## src/shared/state_rf_pkg.sv

```systemverilog
// Package: widths, opcodes and layout for the 128-bit state register file
package state_rf_pkg;
	localparam int unsigned STATE_W    = 128;
	localparam int unsigned BYTE_W     = 8;
	localparam int unsigned NUM_BYTES  = 16;
	localparam int unsigned NUM_REGS   = 2;
	localparam int unsigned SEL_W      = 1;
	localparam int unsigned ADDR_W     = 32;
	localparam int unsigned ALIGN_BITS = 4;
	localparam logic [ADDR_W-1:0] ALIGN_MASK = 32'h0000000F;
	localparam logic [STATE_W-1:0] STATE_RST = 128'h0;

	typedef enum logic [2:0] {
		OP_NONE  = 3'h0,
		OP_MOVE  = 3'h1,
		OP_LOAD  = 3'h2,
		OP_STORE = 3'h3,
		OP_SHIFT = 3'h4,
		OP_WRITE = 3'h5
	} state_op_e;

	// Instruction from the host decode stage
	typedef struct packed {
		logic              valid;
		state_op_e         op;
		logic [SEL_W-1:0]  dst;
		logic [SEL_W-1:0]  src;
		logic [ADDR_W-1:0] base;
		logic [ADDR_W-1:0] imm;
		logic [STATE_W-1:0] wdata;
	} state_cmd_s;

	// Request to the 128-bit load/store unit
	typedef struct packed {
		logic               valid;
		logic               write;
		logic [ADDR_W-1:0]  addr;
		logic [STATE_W-1:0] wdata;
	} mem_req_s;

	// Answer from the load/store unit
	typedef struct packed {
		logic               valid;
		logic [STATE_W-1:0] rdata;
	} mem_rsp_s;
endpackage : state_rf_pkg
```

## src/hw/aes_state_regfile_shiftrow.sv

```systemverilog
// Top: state register file with move, load, store and row rotation
// Operation
// RL1: Two separate 128-bit state registers
// RL2: Move copies one register to another
// RL3: Address is general register base plus immediate
// RL4: Whole 128 bits in one memory access
// RL5: Accesses must be 16-byte aligned
// RL6: State registers are cipher source and destination
// RL7: Byte 0 at bits 127:120, descending
// RL8: Row one unchanged
// RL9: Rows two to four rotate left 1,2,3
// RL10: Row two takes bytes 5,9,13,1
// RL11: Row three takes bytes 10,14,2,6
// RL12: Row four bytes 3,7,11 take 15,3,7
// RL13: Rotation completes in a single cycle
// RL14: Result concatenated, written back to same register
// RL15: Lowest memory byte lands in bits 127:120
// RL16: Output byte 15 takes input byte 11
module aes_state_regfile_shiftrow
	import state_rf_pkg::*;
(
	// Clock and reset
	input  wire logic                   mclk_i,
	input  wire logic                   sys_rst_i,
	// Command from host pipeline
	input  wire state_cmd_s             cmd_i,
	output logic                        busy_o,
	// Load/store unit
	output mem_req_s                    mem_req_o,
	input  wire mem_rsp_s               mem_rsp_i,
	// Status and read-back
	output logic                        align_err_o,
	output logic                        done_o,
	output logic [NUM_REGS*STATE_W-1:0] state_o
);
	typedef enum logic [1:0] {
		ST_IDLE = 2'b00,
		ST_WAIT = 2'b01
	} ctl_state_e;

	typedef struct packed {
		ctl_state_e         st;
		mem_req_s           req;
		logic [SEL_W-1:0]   ld_dst;
		logic               busy;
		logic               align_err;
		logic               done;
	} ctl_s;

	ctl_s ctl_reg;
	ctl_s ctl_next;

	logic [NUM_REGS*STATE_W-1:0] rf_rdata;
	logic [STATE_W-1:0]          src_val;
	logic [STATE_W-1:0]          dst_val;
	logic [STATE_W-1:0]          rot_val;
	logic [ADDR_W-1:0]           eff_addr;
	logic                        we;
	logic [SEL_W-1:0]            waddr;
	logic [STATE_W-1:0]          wdata;

	// Storage: two 128-bit entries, apart from the general registers
	state_rf_mem #(
		.DEPTH (NUM_REGS),
		.WIDTH (STATE_W)
	) u_mem (
		.mclk_i    (mclk_i),
		.sys_rst_i (sys_rst_i),
		.we_i      (we),
		.waddr_i   (waddr),
		.wdata_i   (wdata),
		.rdata_o   (rf_rdata)
	); // RL1

	assign src_val  = rf_rdata[cmd_i.src*STATE_W +: STATE_W];
	assign dst_val  = rf_rdata[cmd_i.dst*STATE_W +: STATE_W];
	assign eff_addr = cmd_i.base + cmd_i.imm; // RL3

	// Row rotation: byte k sits at bits 127-8k downto 120-8k
	function automatic logic [BYTE_W-1:0] get_byte(
		input logic [STATE_W-1:0] v,
		input int unsigned        k
	);
		get_byte = v[STATE_W-1-k*BYTE_W -: BYTE_W]; // RL7
	endfunction : get_byte

	// Output byte i = r + 4c takes input byte r + 4((c + r) mod 4)
	genvar gi;
	generate
		for (gi = 0; gi < NUM_BYTES; gi++) begin : g_rot
			localparam int unsigned R = gi % 4;
			localparam int unsigned C = gi / 4;
			localparam int unsigned S = R + 4 * ((C + R) % 4);
			// RL8 RL9 RL10 RL11 RL12 RL16
			assign rot_val[STATE_W-1-gi*BYTE_W -: BYTE_W] =
				get_byte(dst_val, S); // RL14
		end
	endgenerate

	// Register file write select
	always_comb begin
		we    = 1'b0;
		waddr = cmd_i.dst;
		wdata = rot_val;
		if (ctl_reg.st == ST_WAIT) begin
			// Stores only report completion; entries stay put
			we    = mem_rsp_i.valid && !ctl_reg.req.write;
			waddr = ctl_reg.ld_dst;
			wdata = mem_rsp_i.rdata; // RL4 RL15
		end else if (cmd_i.valid) begin
			case (cmd_i.op)
				OP_MOVE: begin
					we    = 1'b1;
					wdata = src_val; // RL2
				end
				OP_SHIFT: begin
					we    = 1'b1; // RL13 RL6
				end
				OP_WRITE: begin
					we    = 1'b1;
					wdata = cmd_i.wdata; // RL6
				end
				default: begin
					we = 1'b0;
				end
			endcase
		end
	end

	// Controller
	always_comb begin
		ctl_next           = ctl_reg;
		ctl_next.req.valid = 1'b0;
		ctl_next.done      = 1'b0;
		case (ctl_reg.st)
			ST_IDLE: begin
				if (cmd_i.valid) begin
					case (cmd_i.op)
						OP_LOAD, OP_STORE: begin
							if ((eff_addr & ALIGN_MASK) != '0) begin
								ctl_next.align_err = 1'b1; // RL5
								ctl_next.done      = 1'b1;
							end else begin
								ctl_next.align_err = 1'b0;
								ctl_next.req.valid = 1'b1;
								ctl_next.req.write = (cmd_i.op == OP_STORE);
								ctl_next.req.addr  = eff_addr;
								ctl_next.req.wdata = src_val; // RL4 RL15
								ctl_next.ld_dst    = cmd_i.dst;
								ctl_next.busy      = 1'b1;
								ctl_next.st        = ST_WAIT;
							end
						end
						OP_MOVE, OP_SHIFT, OP_WRITE: begin
							ctl_next.align_err = 1'b0;
							ctl_next.done      = 1'b1;
						end
						default: begin
							ctl_next.done = 1'b0;
						end
					endcase
				end
			end
			ST_WAIT: begin
				if (mem_rsp_i.valid) begin
					ctl_next.busy = 1'b0;
					ctl_next.done = 1'b1;
					ctl_next.st   = ST_IDLE;
				end
			end
			default: begin
				ctl_next.st = ST_IDLE;
			end
		endcase
	end

	always_ff @(posedge mclk_i) begin
		if (sys_rst_i) begin
			ctl_reg <= '{st: ST_IDLE, req: '0, default: '0};
		end else begin
			ctl_reg <= ctl_next;
		end
	end

	assign busy_o      = ctl_reg.busy;
	assign mem_req_o   = ctl_reg.req;
	assign align_err_o = ctl_reg.align_err;
	assign done_o      = ctl_reg.done;
	assign state_o     = rf_rdata;

	// Assertions
	a_rot_row_one: assert property (@(posedge mclk_i) // RL8
		disable iff (sys_rst_i)
		(cmd_i.valid && cmd_i.op == OP_SHIFT && ctl_reg.st == ST_IDLE)
		|=> (state_o[$past(cmd_i.dst)*STATE_W+STATE_W-1 -: 8]
			== $past(dst_val[127:120])))
		else $error("row rotation changed byte 0");
	a_rot_byte_one: assert property (@(posedge mclk_i) // RL10
		disable iff (sys_rst_i)
		(cmd_i.valid && cmd_i.op == OP_SHIFT && ctl_reg.st == ST_IDLE)
		|=> (state_o[$past(cmd_i.dst)*STATE_W+119 -: 8]
			== $past(dst_val[87:80])))
		else $error("row two byte 1 not from byte 5");
	a_rot_byte_two: assert property (@(posedge mclk_i) // RL11
		disable iff (sys_rst_i)
		(cmd_i.valid && cmd_i.op == OP_SHIFT && ctl_reg.st == ST_IDLE)
		|=> (state_o[$past(cmd_i.dst)*STATE_W+111 -: 8]
			== $past(dst_val[47:40])))
		else $error("row three byte 2 not from byte 10");
	a_rot_byte_three: assert property (@(posedge mclk_i) // RL12
		disable iff (sys_rst_i)
		(cmd_i.valid && cmd_i.op == OP_SHIFT && ctl_reg.st == ST_IDLE)
		|=> (state_o[$past(cmd_i.dst)*STATE_W+103 -: 8]
			== $past(dst_val[7:0])))
		else $error("row four byte 3 not from byte 15");
	a_rot_byte_last: assert property (@(posedge mclk_i) // RL16
		disable iff (sys_rst_i)
		(cmd_i.valid && cmd_i.op == OP_SHIFT && ctl_reg.st == ST_IDLE)
		|=> (state_o[$past(cmd_i.dst)*STATE_W+7 -: 8]
			== $past(dst_val[39:32])))
		else $error("byte 15 not from byte 11");
	a_move_copy: assert property (@(posedge mclk_i) // RL2
		disable iff (sys_rst_i)
		(cmd_i.valid && cmd_i.op == OP_MOVE && ctl_reg.st == ST_IDLE)
		|=> (state_o[$past(cmd_i.dst)*STATE_W +: STATE_W]
			== $past(src_val)))
		else $error("move did not copy source");
	a_req_aligned: assert property (@(posedge mclk_i) // RL5
		disable iff (sys_rst_i)
		mem_req_o.valid |-> (mem_req_o.addr[ALIGN_BITS-1:0] == 4'h0))
		else $error("unaligned memory request issued");
	a_req_addr: assert property (@(posedge mclk_i) // RL3
		disable iff (sys_rst_i)
		(cmd_i.valid && cmd_i.op == OP_LOAD && ctl_reg.st == ST_IDLE
			&& eff_addr[3:0] == 4'h0)
		|=> (mem_req_o.valid && !mem_req_o.write
			&& mem_req_o.addr == $past(cmd_i.base + cmd_i.imm)))
		else $error("load address not base plus immediate");
	a_load_write: assert property (@(posedge mclk_i) // RL4
		disable iff (sys_rst_i)
		(ctl_reg.st == ST_WAIT && mem_rsp_i.valid && !ctl_reg.req.write)
		|=> (state_o[$past(ctl_reg.ld_dst)*STATE_W +: STATE_W]
			== $past(mem_rsp_i.rdata)) && done_o && !busy_o)
		else $error("load data not written in one access");
	a_store_keep: assert property (@(posedge mclk_i) // RL4
		disable iff (sys_rst_i)
		(ctl_reg.st == ST_WAIT && mem_rsp_i.valid && ctl_reg.req.write)
		|=> ($stable(state_o) && done_o && !busy_o))
		else $error("store changed a state entry");
	a_busy_hold: assert property (@(posedge mclk_i) // RL4
		disable iff (sys_rst_i)
		(ctl_reg.st == ST_WAIT && !mem_rsp_i.valid)
		|=> ($stable(state_o) && busy_o))
		else $error("entry changed while waiting on memory");
endmodule : aes_state_regfile_shiftrow

```

## src/hw/state_rf_mem.sv

```systemverilog
// Two-entry 128-bit storage with registered read ports
module state_rf_mem
	import state_rf_pkg::*;
#(
	parameter int unsigned DEPTH = NUM_REGS,
	parameter int unsigned WIDTH = STATE_W
) (
	// Clock and reset
	input  wire logic                     mclk_i,
	input  wire logic                     sys_rst_i,
	// Write port
	input  wire logic                     we_i,
	input  wire logic [SEL_W-1:0]         waddr_i,
	input  wire logic [WIDTH-1:0]         wdata_i,
	// Read ports (all entries, registered)
	output logic      [DEPTH*WIDTH-1:0]   rdata_o
);
	logic [DEPTH*WIDTH-1:0] mem_reg;

	always_ff @(posedge mclk_i) begin
		if (sys_rst_i) begin
			mem_reg <= '0;
		end else if (we_i) begin
			mem_reg[waddr_i*WIDTH +: WIDTH] <= wdata_i;
		end
	end

	assign rdata_o = mem_reg;
endmodule : state_rf_mem

```

## config.mk

```make
export PLATFORM = sky130hd
export DESIGN_NAME = aes_state_regfile_shiftrow
export DESIGN_NICKNAME = d
export VERILOG_FILES = /design/src/shared/state_rf_pkg.sv /design/src/hw/aes_state_regfile_shiftrow.sv /design/src/hw/state_rf_mem.sv
export SDC_FILE = /design/constraint.sdc
export NUM_CORES = 1
export LEC_CHECK = 0
export BUFFER_PORTS_ARGS = -buffer_cell sky130_fd_sc_hd__buf_2
export CAP_MARGIN = 20
export CELL_PAD_IN_SITES_DETAIL_PLACEMENT = 1
export CELL_PAD_IN_SITES_GLOBAL_PLACEMENT = 2
export CORE_AREA = 4 4 293 295
export DETAILED_ROUTE_END_ITERATION = 10
export DIE_AREA = 0 0 297 299
export PLACE_DENSITY_LB_ADDON = 0.05
export SETUP_SLACK_MARGIN = 0.02
export SLEW_MARGIN = 20
export SYNTH_ARGS = -nofsm -noshare
export SYNTH_HDL_FRONTEND = slang
export SYNTH_SLANG_ARGS = --single-unit
```

## constraint.sdc

```tcl
create_clock -name mclk_i -period 3.8 [get_ports mclk_i]
set_input_delay 0.38 -clock mclk_i [delete_from_list [all_inputs] [get_ports mclk_i]]
set_output_delay 0.38 -clock mclk_i [all_outputs]
set_load 0.01 [all_outputs]
```

==> Yosys cells after proc, flatten, opt, wreduce, memory -nomap -nowiden <==
Cells that the tools add are included.
{ "op_classes": {"addsub": 2, "n_eq_ne": 10, "n_shift": 4, "n_mux": 20, "n_bitwise": 4, "reduce_logical": 13} }
{ "ops": {"columns": ["operator", "n"], "rows": [
  ["indexed part select 256 x 9 -> 128 bit", 2],
  ["two-way mux 166 bit", 2],
  ["bitwise mux 256 bit", 1],
  ["two-way mux 128 bit", 2],
  ["one-hot mux 128 bit (2 select lines)", 1],
  ["variable shift 128 x 34 -> 256 bit, first input constant", 1],
  ["indexed part select 128 x 34 -> 256 bit", 1],
  ["two-way mux 168 bit", 1],
  ["negator 8 -> 34 bit", 1],
  ["adder 32 bit", 1],
  ["nonzero test 32 bit", 1],
  ["one-hot mux 1 bit (2 select lines)", 4],
  ["AND reduction 4 bit", 2],
  ["two-way mux 1 bit", 7],
  ["== test 3 x 2 -> 1 bit, second input constant", 2],
  ["== test 3 bit, second input constant", 2],
  ["!= test 2 bit, second input constant", 3],
  ["AND reduction 5 bit", 1],
  ["inverter 1 bit", 4],
  ["one-hot mux 2 bit (2 select lines)", 1],
  ["nonzero test 2 bit", 2],
  ["OR reduction 4 bit", 1],
  ["== test 3 x 1 -> 1 bit, second input constant", 1],
  ["AND reduction 3 bit", 1],
  ["8 further kinds", 8]
]} }
{ "totals": {"reg_bits": 424, "output_inout_bits": 421} }

==> Depth between registers and ports, before layout <==
Gate-level depths: netlist of the first run.
{ "depth": {"ltp_word": 6, "ltp_mapped": 11, "depth_no_buf": 11} }

==> Hierarchy <==
Synthesis of the first run repeated with hierarchy kept, for this count alone.
{ "hier_totals": {"cells_unflattened": 3032, "area_unflattened_um2": 25483.2} }
{ "modules_own_cells": {"columns": ["module", "n_inst", "cells_each", "area_each_um2", "seq_area_each_um2"], "rows": [
  ["aes_state_regfile_shiftrow", 1, 2061, 15006.9, 3343.2],
  ["state_rf_mem", 1, 971, 10476.3, 5124.9]
]} }

==> Least setup slack after synthesis of the first run <==
No wires, ideal clock.
{ "synth_timing": {"path_type": "input to register", "startpoint": "input cmd_i[144] in the netlist's numbering", "endpoint": "register ctl_reg (netlist bit mem_req_o[159])", "setup_time_ns": 0.115, "arrival_ns": 2.396, "slack_ns": 1.289, "cell_stages": 8, "n_path_buf": 0, "cell_sequence": "ha_1 > and3_4 > nand2_2 > or4_4 > o21ai_4 > a21boi_2 > or4_1 > and3_1"} }
{ "synth_between": {"elab_chain_cells": 1} }
{ "synth_rtl": {"columns": ["item", "line", "text"], "rows": [
  ["from (decl)", "aes_state_regfile_shiftrow.sv:26", "input wire state_cmd_s cmd_i,"],
  ["adder 32 bit", "aes_state_regfile_shiftrow.sv:77", "assign eff_addr = cmd_i.base + cmd_i.imm;"],
  ["to (signal assigned)", "aes_state_regfile_shiftrow.sv:181", "ctl_reg <= ctl_next;"],
  ["to (decl)", "aes_state_regfile_shiftrow.sv:50", "ctl_s ctl_reg;"]
]} }
No other way between the ends.
A chain may end at the register's enable or synchronous reset.

==> Worst setup path in the final report of the first run <==
{ "layout_timing": {"startpoint": "register ctl_reg[166] in the netlist's numbering", "endpoint": "register u_mem.mem_reg[17], in the netlist u_mem.rdata_o[17]"} }
{ "layout_between": {"elab_chain_cells": 5, "elab_cells_between_ends": 8} }
{ "layout_rtl": {"columns": ["item", "line", "text"], "rows": [
  ["== test 2 x 1 -> 1 bit *", "aes_state_regfile_shiftrow.sv:105", "if (ctl_reg.st == ST_WAIT) begin"],
  ["two-way mux 1 bit", "aes_state_regfile_shiftrow.sv:105", null],
  ["negator 8 -> 34 bit", "state_rf_mem.sv:24", "mem_reg[waddr_i*WIDTH +: WIDTH] <= wdata_i;"],
  ["indexed part select 128 x 34 -> 256 bit / variable shift 128 x 34 -> 256 bit (equally long branches)", "state_rf_mem.sv:24", null],
  ["bitwise mux 256 bit", "state_rf_mem.sv:24", null],
  ["to (signal, indexed assignment)", "state_rf_mem.sv:24", null],
  ["to (decl)", "state_rf_mem.sv:18", "logic [DEPTH*WIDTH-1:0] mem_reg;"]
]} }
Every way passes the cells marked *; elsewhere a longest branch is shown, timed or not.

==> results of run 1 <==
[placed cells by master, fill, tap and decap left out, types with 4 or more instances in the layout]
cell | synthesis | layout
a211oi_1 | 439 | 439
a21o_1 | 10 | 10
a21oi_1 | 253 | 253
a221oi_1 | 68 | 68
and2_1 | 7 | 6
buf_12 | 0 | 27
buf_2 | 14 | 745
buf_4 | 164 | 42
clkbuf_1 | 221 | 14
clkbuf_16 | 0 | 56
clkbuf_8 | 1 | 20
clkinv_2 | 0 | 4
dfxtp_1 | 423 | 422
diode_2 | 0 | 20
ha_1 | 31 | 31
inv_1 | 6 | 6
mux2_2 | 68 | 68
mux2i_1 | 189 | 189
nand2_1 | 195 | 193
nand2b_1 | 6 | 5
nand3_1 | 17 | 16
nand3b_1 | 13 | 13
nand4_1 | 9 | 9
nand4b_1 | 5 | 5
nor2_1 | 393 | 393
nor2b_1 | 5 | 5
nor3_1 | 11 | 11
o21ai_0 | 13 | 13
o22ai_1 | 68 | 68
or4_1 | 7 | 7
xnor2_1 | 11 | 11
xor2_1 | 8 | 8
[area by class of cell]
cell class / count / area (sq um) / area share
inverters: 6 / 22.5 / 0.000792
well taps: 1080 / 1350 / 0.0475
repair buffers: 817 / 4630 / 0.163
clock inverters: 9 / 135 / 0.00475
clock buffers: 89 / 1720 / 0.0603
diodes: 20 / 50.0 / 0.00176
flip-flops and latches: 423 / 8470 / 0.298
multi-input cells: 1869 / 12100 / 0.424
[worst max-delay path by stage]
stage / start / depth (start not counted) / end
global placement: cmd_i[128] / 11 / mem_req_o[141]$_SDFFE_PP0P_
finish: ctl_reg[166]$_SDFFE_PP0P_ / 5 / u_mem.rdata_o[17]$_SDFFE_PP0P_
floorplan: cmd_i[144] / 8 / mem_req_o[159]$_SDFFE_PP0P_
global route: ctl_reg[166]$_SDFFE_PP0P_ / 5 / u_mem.rdata_o[148]$_SDFFE_PP0P_
detailed placement: cmd_i[128] / 11 / mem_req_o[140]$_SDFFE_PP0P_
CTS: ctl_reg[166]$_SDFFE_PP0P_ / 7 / u_mem.rdata_o[183]$_SDFFE_PP0P_
[power breakdown]
| part | switching, W | internal, W |
|---|---|---|
| clock | 0.00217 | 0.00326 |
| sequential | 0.000156 | 0.00458 |
| combinational | 0.00118 | 0.000725 |
| total | 0.00351 | 0.00857 |
[through the flow]
step / cell area, sq um / setup slack [ns]
finish: 28500 / 1.17
detailed placement: 26600 / 0.733
global placement: 26600 / 0.738
global route: 28400 / 1.07
CTS: 28400 / 1.24
floorplan: 22700 / 1.29
[per-layer routing]
metal  GRT usage  up-vias  part of all wire
met1       0.309    11600              0.41
met2       0.458      704              0.49
met3      0.0725      224             0.066
met5           0        -            0.0022
li1            -    10800                 -
met4      0.0921       40             0.037
[worst register-to-register path: stages (launching register included)]
cell	delay (ns)
dfxtp_4	0.36
buf_12	0.69
buf_4	0.86
a221oi_1	0.20
a21oi_1	0.27
a211oi_1	0.11
[cells by family after synthesis]
group	count (synthesis)	synth area share
AO/OA/AOI/OAI	877	0.261
AND/OR/NAND/NOR	684	0.125
buffers and inverters	429	0.0994
flip-flops	423	0.372
multiplexers	257	0.117
adder cells (fa/ha/maj)	32	0.0179
XOR/XNOR	19	0.00732
==> impl_metrics.csv, run 1 <==
group,metric,value,unit
drt,wire_per_inst,28.5,microns
logic_synthesis,synth_top_area_frac,0.372,
place,hpwl,90300,microns
hold_path,hp-start,"cmd_i[194]",
drt,viasPerCell,5.40,
worst_setup_path,crit_chain,"buf_12 -> buf_4 -> a221oi_1 -> a21oi_1 -> a211oi_1",
place,portBuffers,749,
final_layout,area_growth,25.2,%
drt,antenna_left,0,
power_and_ir_drop,p_total,0.0121,W
logic_synthesis,ys_ff_latch,423,
sta,relSlewSlack,0.230,
sta,fin_skew,0.0303,ns
logic_synthesis,ys.warnings.count,0,
final_layout,largest_reg_flops,256,
clock_tree,clk_latency,0.62,ns
worst_setup_path,critPathMaxFanout,200,
hold_path,worstHoldEndpoint,"mem_req_o[160]$_SDFFE_PP0P_",
global_route,grt_max_degree,201,
logic_synthesis,yosysMostFrequentCell,"a211oi_1",
global_route,antenna_found_initial,58,
worst_setup_path,critPathTopFamily,"buffers and inverters",
drt,vias,23300,
floorplanning,die_h,299,microns
sta,whs,0.0357,ns
logic_synthesis,syn_nets,3082,
place,placedCellCount,4195,
power_and_ir_drop,vdd_drop_max,0.290,mV
worst_setup_path,cp.required,4.26,ns
worst_setup_path,rr_worst_depth,5,
worst_setup_path,r2r-end,"u_mem.rdata_o[17]$_SDFFE_PP0P_",
clock_tree,htreeDepth,2,
worst_setup_path,critical-path-max-stage-delay,0.71,ns
hold_path,holdPathStages,3,
logic_synthesis,ys.flop_type,"dfxtp_1",
worst_setup_path,crit-reg2reg-launch,"ctl_reg[166]$_SDFFE_PP0P_",
clock_tree,cts-resized-gates,0,
logic_synthesis,synth.distinct_cells,60,
final_layout,nets,3534,
floorplanning,die_area,88800,sq um
clock_tree,cts_buffer_depth,3,
run_status,outcome,"completed",
place,gp_congestion,0.868,
sta,tns,0,ns
sta,setup_viol,0,
floorplanning,die_width,297,microns
floorplanning,rows,106,
sta,drv_slew,0,
logic_synthesis,async_reset_ff_frac,0,
sta,finalCritPeriodShare,0.691,
worst_setup_path,crit_path_end_kind,"flip-flop",
worst_setup_path,path_buf_inv,2,
flow_run,cap_violations,0,
sta,finalHoldViolCount,0,
final_layout,utilization,0.342,
floorplanning,start_util,0.273,
logic_synthesis,ys_top_cells_by_area,"dfxtp_1 (37%), a211oi_1 (14%), mux2i_1 (8.3%), nor2_1 (6.5%), a21oi_1 (5.6%)",
final_layout,final_layout_size_suffix_gt1_frac,0.308,
logic_synthesis,avgSynthCellArea,8.36,sq um
worst_setup_path,critical_path.startpoint_type,"flip-flop",
clock_tree,numCtsBuffers,56,
logic_synthesis,post_synth_instance_area,22700,sq um
logic_synthesis,synth_common_cells,"a211oi_1 (439), dfxtp_1 (423), nor2_1 (393)",
worst_setup_path,arrival,3.09,ns
drt,drt_wl_total,123000,microns
sta,rsz0062_at_grt,"false",
clock_tree,cts_hold_buf,0,
power_and_ir_drop,p_per_area,425,nW/um^2
sta,fin_crit,2.63,ns
logic_synthesis,yosysTopAreaCell,"dfxtp_1",
worst_setup_path,path_class,"reg -> reg",
global_route,grt_pass1_vias,24200,
final_layout,fin_cells,4313,
hold_path,hp-class,"in -> reg",
final_layout,num-fill-cells,9912,
sta,fmax,381,MHz
drt,drt_iter0_drc,1165,
clock_tree,post_cts_buffers,0,
sta,tightestPinTransition,1.15,ns
drt,drc,0,
worst_setup_path,regToRegSetupSlack,1.17,ns
drt,dr.pass1.iters,5,
global_route,track_usage,0.262,
logic_synthesis,synth_edf_count,0,
floorplanning,pin_count,750,
global_route,overflow,0,
clock_tree,cts_tree,"yes",
power_and_ir_drop,p_leak,11.9,nW
worst_setup_path,slowest_stage,"buf_4",
global_route,grt_pass1_wl,174000,microns
logic_synthesis,ys_seq_area_frac,0.372,
logic_synthesis,netlist_instances,2721,
clock_tree,cts.clk_slew.worst_paths,0.06,ns
clock_tree,clock-root-buffer,"clkbuf_16",
clock_tree,clkSinkCount,423,
floorplanning,core_area,83200,sq um
Power figures use the tool's default switching activity.
==> run 2: changes to the inputs <==
- ABC_AREA: unset -> 1
- CORE_AREA: 4 4 293 295 -> unset
- CORE_MARGIN: unset -> 4
- CORE_UTILIZATION: unset -> 24
- DIE_AREA: 0 0 297 299 -> unset
- clock period: 3.8 -> 2.1 ns (I/O delays scaled with it)
==> run 2 against run 1 <==
Total power grew 87%. Register-to-register slack lost 1.0 ns. Die area grew 20%. Core utilization shrank 1.7 points. Hold slack gained 0.0080 ns.
==> impl_metrics.csv, run 2 <==
group,metric,value,unit
drt,antenna_left,0,
global_route,grt_max_degree,115,
power_and_ir_drop,power_frac_clock,0.430,
worst_setup_path,path_class,"reg -> reg",
sta,tns,0,ns
worst_setup_path,cp.required,2.68,ns
global_route,use_met2,0.435,
logic_synthesis,yosysTopAreaCell,"dfxtp_1",
power_and_ir_drop,p_total,0.0226,W
logic_synthesis,avgSynthCellArea,6.40,sq um
final_layout,final_common_cell,"nand2_1",
global_route,grt_pass1_vias,28300,
worst_setup_path,critPathMaxFanout,82,
floorplanning,pin_count,750,
logic_synthesis,ys_seq_area_frac,0.349,
power_and_ir_drop,comb_power_share,0.191,
sta,tightestPinTransition,0.916,ns
worst_setup_path,arrival,2.53,ns
global_route,busiest_layer,"met2",
final_layout,layout.cells.most_common_list,"nand2_1 (801), buf_2 (746), a21oi_1 (513)",
logic_synthesis,synth_top_area_frac,0.349,
final_layout,largest_reg_flops,256,
floorplanning,die_area,106000,sq um
drt,drt_iter0_drc,1470,
logic_synthesis,ys.warnings.count,0,
place,portBuffers,749,
flow_run,cap_violations,0,
drt,drt_wl_total,141000,microns
worst_setup_path,critical-path-max-stage-delay,0.40,ns
global_route,overflow,0,
logic_synthesis,yosysMostFrequentCell,"nand2_1",
logic_synthesis,synth_xor_area_frac,0.00469,
clock_tree,clkSinkCount,423,
final_layout,num-fill-cells,12800,
final_layout,utilization,0.325,
run_status,outcome,"completed",
logic_synthesis,synth.distinct_cells,34,
floorplanning,die_h,326,microns
global_route,antenna_found_initial,31,
clock_tree,clk_latency,0.66,ns
logic_synthesis,synthAdderAreaFrac,0.0168,
clock_tree,clock-root-buffer,"clkbuf_16",
final_layout,area_growth,34.2,%
power_and_ir_drop,p_leak,15.6,nW
logic_synthesis,netlist_instances,3794,
logic_synthesis,syn_nets,4155,
sta,finalHoldViolCount,0,
drt,vias,27700,
clock_tree,numCtsBuffers,56,
floorplanning,die_width,326,microns
power_and_ir_drop,p_sw,0.00704,W
worst_setup_path,rr_worst_depth,5,
worst_setup_path,crit_path_end_kind,"flip-flop",
sta,finalCritPeriodShare,0.927,
clock_tree,cts_tree,"yes",
logic_synthesis,synth_edf_count,0,
worst_setup_path,slowest_stage,"dfxtp_4",
place,placedCellCount,5649,
final_layout,final_layout_size_suffix_gt1_frac,0.229,
global_route,grt_pass1_wl,201000,microns
clock_tree,cts_buffer_depth,3,
sta,fmax,514,MHz
logic_synthesis,synth-compound-area-share,0.254,
global_route,met1_usage,0.321,
floorplanning,rows,116,
place,placed_area,29400,sq um
final_layout,nets,4840,
global_route,track_usage,0.253,
logic_synthesis,ys_ff_latch,423,
worst_setup_path,path_buf_inv,3,
logic_synthesis,synth_top_family_by_area,"compound AO/OA/AOI/OAI gates",
drt,wire_per_inst,23.9,microns
clock_tree,htreeDepth,2,
worst_setup_path,critPathTopFamily,"buffers and inverters",
floorplanning,start_util,0.242,
final_layout,fin_cells,5893,
sta,rsz0062_at_grt,"false",
power_and_ir_drop,p_seq_frac,0.380,
worst_setup_path,path_depth,5,
drt,drc,0,
sta,setup_viol,0,
logic_synthesis,async_reset_ff_frac,0,
logic_synthesis,synthSimpleGateAreaFrac,0.211,
final_layout,final_area,32600,sq um
place,gp_congestion,0.809,
worst_setup_path,critical_path.startpoint_type,"flip-flop",
place,hpwl,107000,microns
sta,drv_slew,0,
sta,relSlewSlack,0.383,
clock_tree,cts.clk_slew.worst_paths,0.06,ns
drt,viasPerCell,4.70,
sta,fin_crit,1.95,ns
power_and_ir_drop,p_per_area,692,nW/um^2
global_route,grtUsageMet3,0.0464,
hold_path,hp-class,"in -> reg",
power_and_ir_drop,p_int,0.0155,W
logic_synthesis,post_synth_instance_area,24300,sq um
power_and_ir_drop,p_sw_frac,0.312,
hold_path,holdPathStages,5,
worst_setup_path,cpMostUsedCell,"buf_12",
logic_synthesis,synth_common_cells,"nand2_1 (803), a21oi_1 (513), inv_1 (424)",
floorplanning,core_area,100000,sq um
power_and_ir_drop,vdd_drop_max,0.590,mV
worst_setup_path,crit_chain,"buf_12 -> inv_6 -> buf_12 -> o221ai_1 -> a21oi_1",
logic_synthesis,ys.flop_type,"dfxtp_1",
sta,fin_skew,0.0410,ns
logic_synthesis,ys_top_cells_by_area,"dfxtp_1 (35%), nand2_1 (12%), a21oi_1 (11%), o21ai_0 (8.4%), inv_1 (6.6%)",
drt,dr.pass1.iters,5,
logic_synthesis,synthMuxAreaShare,0,
## run 2: layer usage
layer / vias to the layer above / share of wire
met3: 161 / 0.051
met5: - / 0.00049
met4: 12 / 0.033
met2: 690 / 0.48
met1: 13200 / 0.44
li1: 13600 / -
## run 2: kinds of logic (layout without fill, tap and decap cells)
logic type | count (synthesis) | count (layout)
XOR/XNOR | 13 | 13
buffers and inverters | 860 | 1587
AO/OA/AOI/OAI | 1147 | 1147
other | 0 | 15
AND/OR/NAND/NOR | 1319 | 1319
adder cells (fa/ha/maj) | 32 | 32
flip-flops | 423 | 423
## run 2: area by class of cell
class	count	area [sq um]	area share
antenna	15	37.5	0.00115
clock buffer	93	1740	0.0535
clock inverter	7	52.6	0.00161
inverter	435	1660	0.0510
multi-input combinational	2511	11900	0.365
sequential	423	8470	0.260
tap	1357	1700	0.0521
timing repair buffer	1052	7040	0.216
## run 2: metrics by stage
stage | setup WS (ns) | hold slack [ns]
final | 0.154 | 0.0437
after global routing | 0.0527 | 0.0578
after CTS | 0.112 | 0.00331
after detailed placement | -0.239 | 0.423
after global placement | -0.200 | 0.414
after floorplan | 0.131 | 0.313
## run 2: final timing paths
path                                                  start                              end  slack (ns)
worst min register to register  mem_req_o[129]$_SDFFE_PP0P_      mem_req_o[129]$_SDFFE_PP0P_        0.43
worst max register to register    ctl_reg[166]$_SDFFE_PP0P_   u_mem.rdata_o[36]$_SDFFE_PP0P_        0.15
worst max-delay path              ctl_reg[166]$_SDFFE_PP0P_   u_mem.rdata_o[36]$_SDFFE_PP0P_        0.15
worst min-delay path                          mem_rsp_i[48]  u_mem.rdata_o[176]$_SDFFE_PP0P_        0.04
## run 2: power groups by stage
stage               Sequential [W]  Clock (W)  Combinational, W
CTS                        0.00857     0.0100           0.00435
floorplan                  0.00878          0           0.00200
finish                     0.00857    0.00969           0.00430
detailed placement         0.00874          0           0.00413
global placement           0.00874          0           0.00413
global route               0.00860     0.0103           0.00475
## run 2: worst register-to-register path, stage by stage, from the launching register on
cell and delay (ns):
dfxtp_4 0.40, buf_12 0.19, inv_6 0.32, buf_12 0.40, o221ai_1 0.40, a21oi_1 0.18
## run 2: what timing repair did
| item | in CTS | in global routing |
|---|---|---|
| hold endpoints to repair | 248 | 0 |
| setup buffers | 0 | 1 |
| gates resized for setup | 0 | 3 |
| setup endpoints to repair | 0 | 66 |
| hold buffers | 127 | 0 |
==> run 3: changes to the inputs <==
- CORE_UTILIZATION: 24 -> 25
- CTS_BUF_LIST: unset -> sky130_fd_sc_hd__clkbuf_4 sky130_fd_sc_hd__clkbuf_8
==> run 3 against run 2 <==
Global-route usage is 1.2 points higher. Via count rose by 2.0%. Flip-flop and latch count stayed put. Critical path type unchanged. Non-clock buffer count is 104 higher. Setup slack better by 0.0050 ns. Critical endpoint is now u_mem.rdata_o[20]$_SDFFE_PP0P_. Hold slack gained 0.018 ns. Sequential share of layout area shrank 0.75 points. Clock power shrank 2.3%. Count of clock-buffer cells in the layout rose by 38. Clock skew shrank 0.013 ns.
==> impl_metrics.csv, run 3 (synthesis gave the netlist of run 2 again) <==
group,metric,value,unit
worst_setup_path,crit_end,"u_mem.rdata_o[20]$_SDFFE_PP0P_",
sta,drv_slew,0,
final_layout,final_common_cell,"nand2_1",
worst_setup_path,regToRegSetupSlack,0.16,ns
sta,finalCritPeriodShare,0.924,
sta,fin_crit,1.94,ns
sta,tightestPinTransition,0.997,ns
sta,fin_skew,0.0281,ns
floorplanning,core_area,96600,sq um
drt,viasPerCell,4.74,
flow_run,cap_violations,0,
global_route,antenna_found_initial,18,
sta,relSlewSlack,0.328,
floorplanning,die_area,102000,sq um
sta,whs,0.0622,ns
global_route,grt_pass1_vias,29100,
power_and_ir_drop,p_leak,16.1,nW
clock_tree,htreeDepth,3,
clock_tree,numCtsBuffers,88,
sta,fmax,515,MHz
global_route,grt_max_degree,83,
sta,finalHoldViolCount,0,
worst_setup_path,critPathMaxFanout,76,
worst_setup_path,cp.required,2.74,ns
power_and_ir_drop,vdd_drop_max,0.430,mV
drt,drt_iter0_drc,1628,
clock_tree,cts_buffer_depth,3,
final_layout,utilization,0.347,
worst_setup_path,critical_path.startpoint_type,"flip-flop",
clock_tree,clock-root-buffer,"clkbuf_8",
hold_path,hp-class,"in -> reg",
final_layout,final_layout_size_suffix_gt1_frac,0.235,
clock_tree,clk_latency,0.73,ns
sta,setup_viol,0,
clock_tree,cts.clk_slew.worst_paths,0.06,ns
worst_setup_path,worstSetupStartpoint,"ctl_reg[166]$_SDFFE_PP0P_",
drt,vias,28300,
clock_tree,clkSinkCount,423,
run_status,outcome,"completed",
power_and_ir_drop,p_per_area,673,nW/um^2
global_route,grt_pass1_wl,203000,microns
final_layout,area_growth,38.2,%
drt,drt_wl_total,141000,microns
floorplanning,pin_count,750,
drt,dr.pass1.iters,5,
floorplanning,rows,114,
floorplanning,start_util,0.251,
worst_setup_path,rr_worst_depth,10,
worst_setup_path,r2r-end,"u_mem.rdata_o[20]$_SDFFE_PP0P_",
drt,antenna_left,0,
global_route,overflow,0,
place,portBuffers,749,
clock_tree,cts_tree,"yes",
worst_setup_path,path_class,"reg -> reg",
drt,wire_per_inst,23.7,microns
worst_setup_path,arrival,2.59,ns
final_layout,nets,4976,
floorplanning,die_h,320,microns
final_layout,layout.cells.most_common_list,"nand2_1 (801), buf_2 (746), a21oi_1 (513)",
drt,drc,0,
final_layout,largest_reg_flops,256,
floorplanning,die_width,320,microns
worst_setup_path,crit-reg2reg-launch,"ctl_reg[166]$_SDFFE_PP0P_",
global_route,track_usage,0.265,
place,gp_congestion,0.814,
sta,rsz0062_at_grt,"false",
worst_setup_path,crit_path_end_kind,"flip-flop",
place,hpwl,106000,microns
==> run 3: cell types whose count changed in the layout (fill, tap and decap cells not counted), sizes merged <==
cell         delta
diode           -6
clkinv          +5
bufinv          +3
clkbuf         +38
dlygate4sd3   +104
clkinvlp        +2
==> run 3: worst min-delay path by stage <==
stage,start,end,slack (ns),depth (start not counted)
2_1_floorplan,mem_rsp_i[128],ctl_reg[166]$_SDFFE_PP0P_,0.31,1
3_3_place_gp,mem_req_o[128]$_SDFFE_PP0P_,mem_req_o[128]$_SDFFE_PP0P_,0.42,2
3_5_place_dp,mem_req_o[130]$_SDFFE_PP0P_,mem_req_o[130]$_SDFFE_PP0P_,0.42,2
4_1_cts,cmd_i[41],u_mem.rdata_o[41]$_SDFFE_PP0P_,0.0007,5
5_1_grt,cmd_i[141],mem_req_o[141]$_SDFFE_PP0P_,0.05,4
6_report,cmd_i[41],u_mem.rdata_o[169]$_SDFFE_PP0P_,0.06,5
==> run 3: power by group <==
group | total (W) | leakage (nW) | internal [W] | switching, W
Sequential | 0.00857 | 3.43 | 0.00831 | 0.000261
Clock | 0.00947 | 0.958 | 0.00527 | 0.00420
Combinational | 0.00454 | 11.7 | 0.00176 | 0.00277
Total | 0.0226 | 16.1 | 0.0153 | 0.00723
==> run 3: repair_timing <==
item | 4_1_cts | 5_1_grt
gates resized for setup | 0 | 9
hold buffers | 231 | 0
setup endpoints to repair | 0 | 19
endpoints found under the hold margin | 278 | 0
setup buffers | 0 | 1
==> run 3: layout make-up <==
class	count	area (sq um)
fillers	12300	63000
clock buffers	131	1620
inverters	435	1660
flip-flops and latches	423	8470
repair buffers	1156	8110
clock inverters	17	185
diodes	9	22.5
multi-input cells	2511	11900
well taps	1276	1600
==> run 3: per-stage QoR <==
step	power (W)	TNS (ns)	instance area [sq um]	cells	worst slack, ns
4_1_cts	0.0230	0	33500	5947	0.125
2_1_floorplan	0.0108	0	24300	3794	0.131
6_report	0.0226	0	33500	5958	0.159
3_3_place_gp	0.0129	-12.18	29300	5568	-0.187
5_1_grt	0.0237	0	33500	5954	0.0529
3_5_place_dp	0.0129	-23.40	29300	5568	-0.245
==> run 3: critical path, cell delays in order, from the launching register on <==
cell	delay, ns
dfxtp_4	0.39
nor2_4	0.17
inv_2	0.05
nor2_2	0.13
inv_2	0.05
o21ai_2	0.10
nand2_4	0.22
inv_6	0.14
buf_16	0.27
o21ai_0	0.14
a21oi_1	0.15
==> run 3: routing by layer <==
metal	routed length [microns]	up-vias	track usage	share of wire
li1	-	13900	-	-
met1	61500	13400	0.332	0.44
met2	67800	742	0.457	0.48
met3	7220	194	0.0547	0.051
met4	4690	14	0.0811	0.033
met5	96	-	0	0.00068
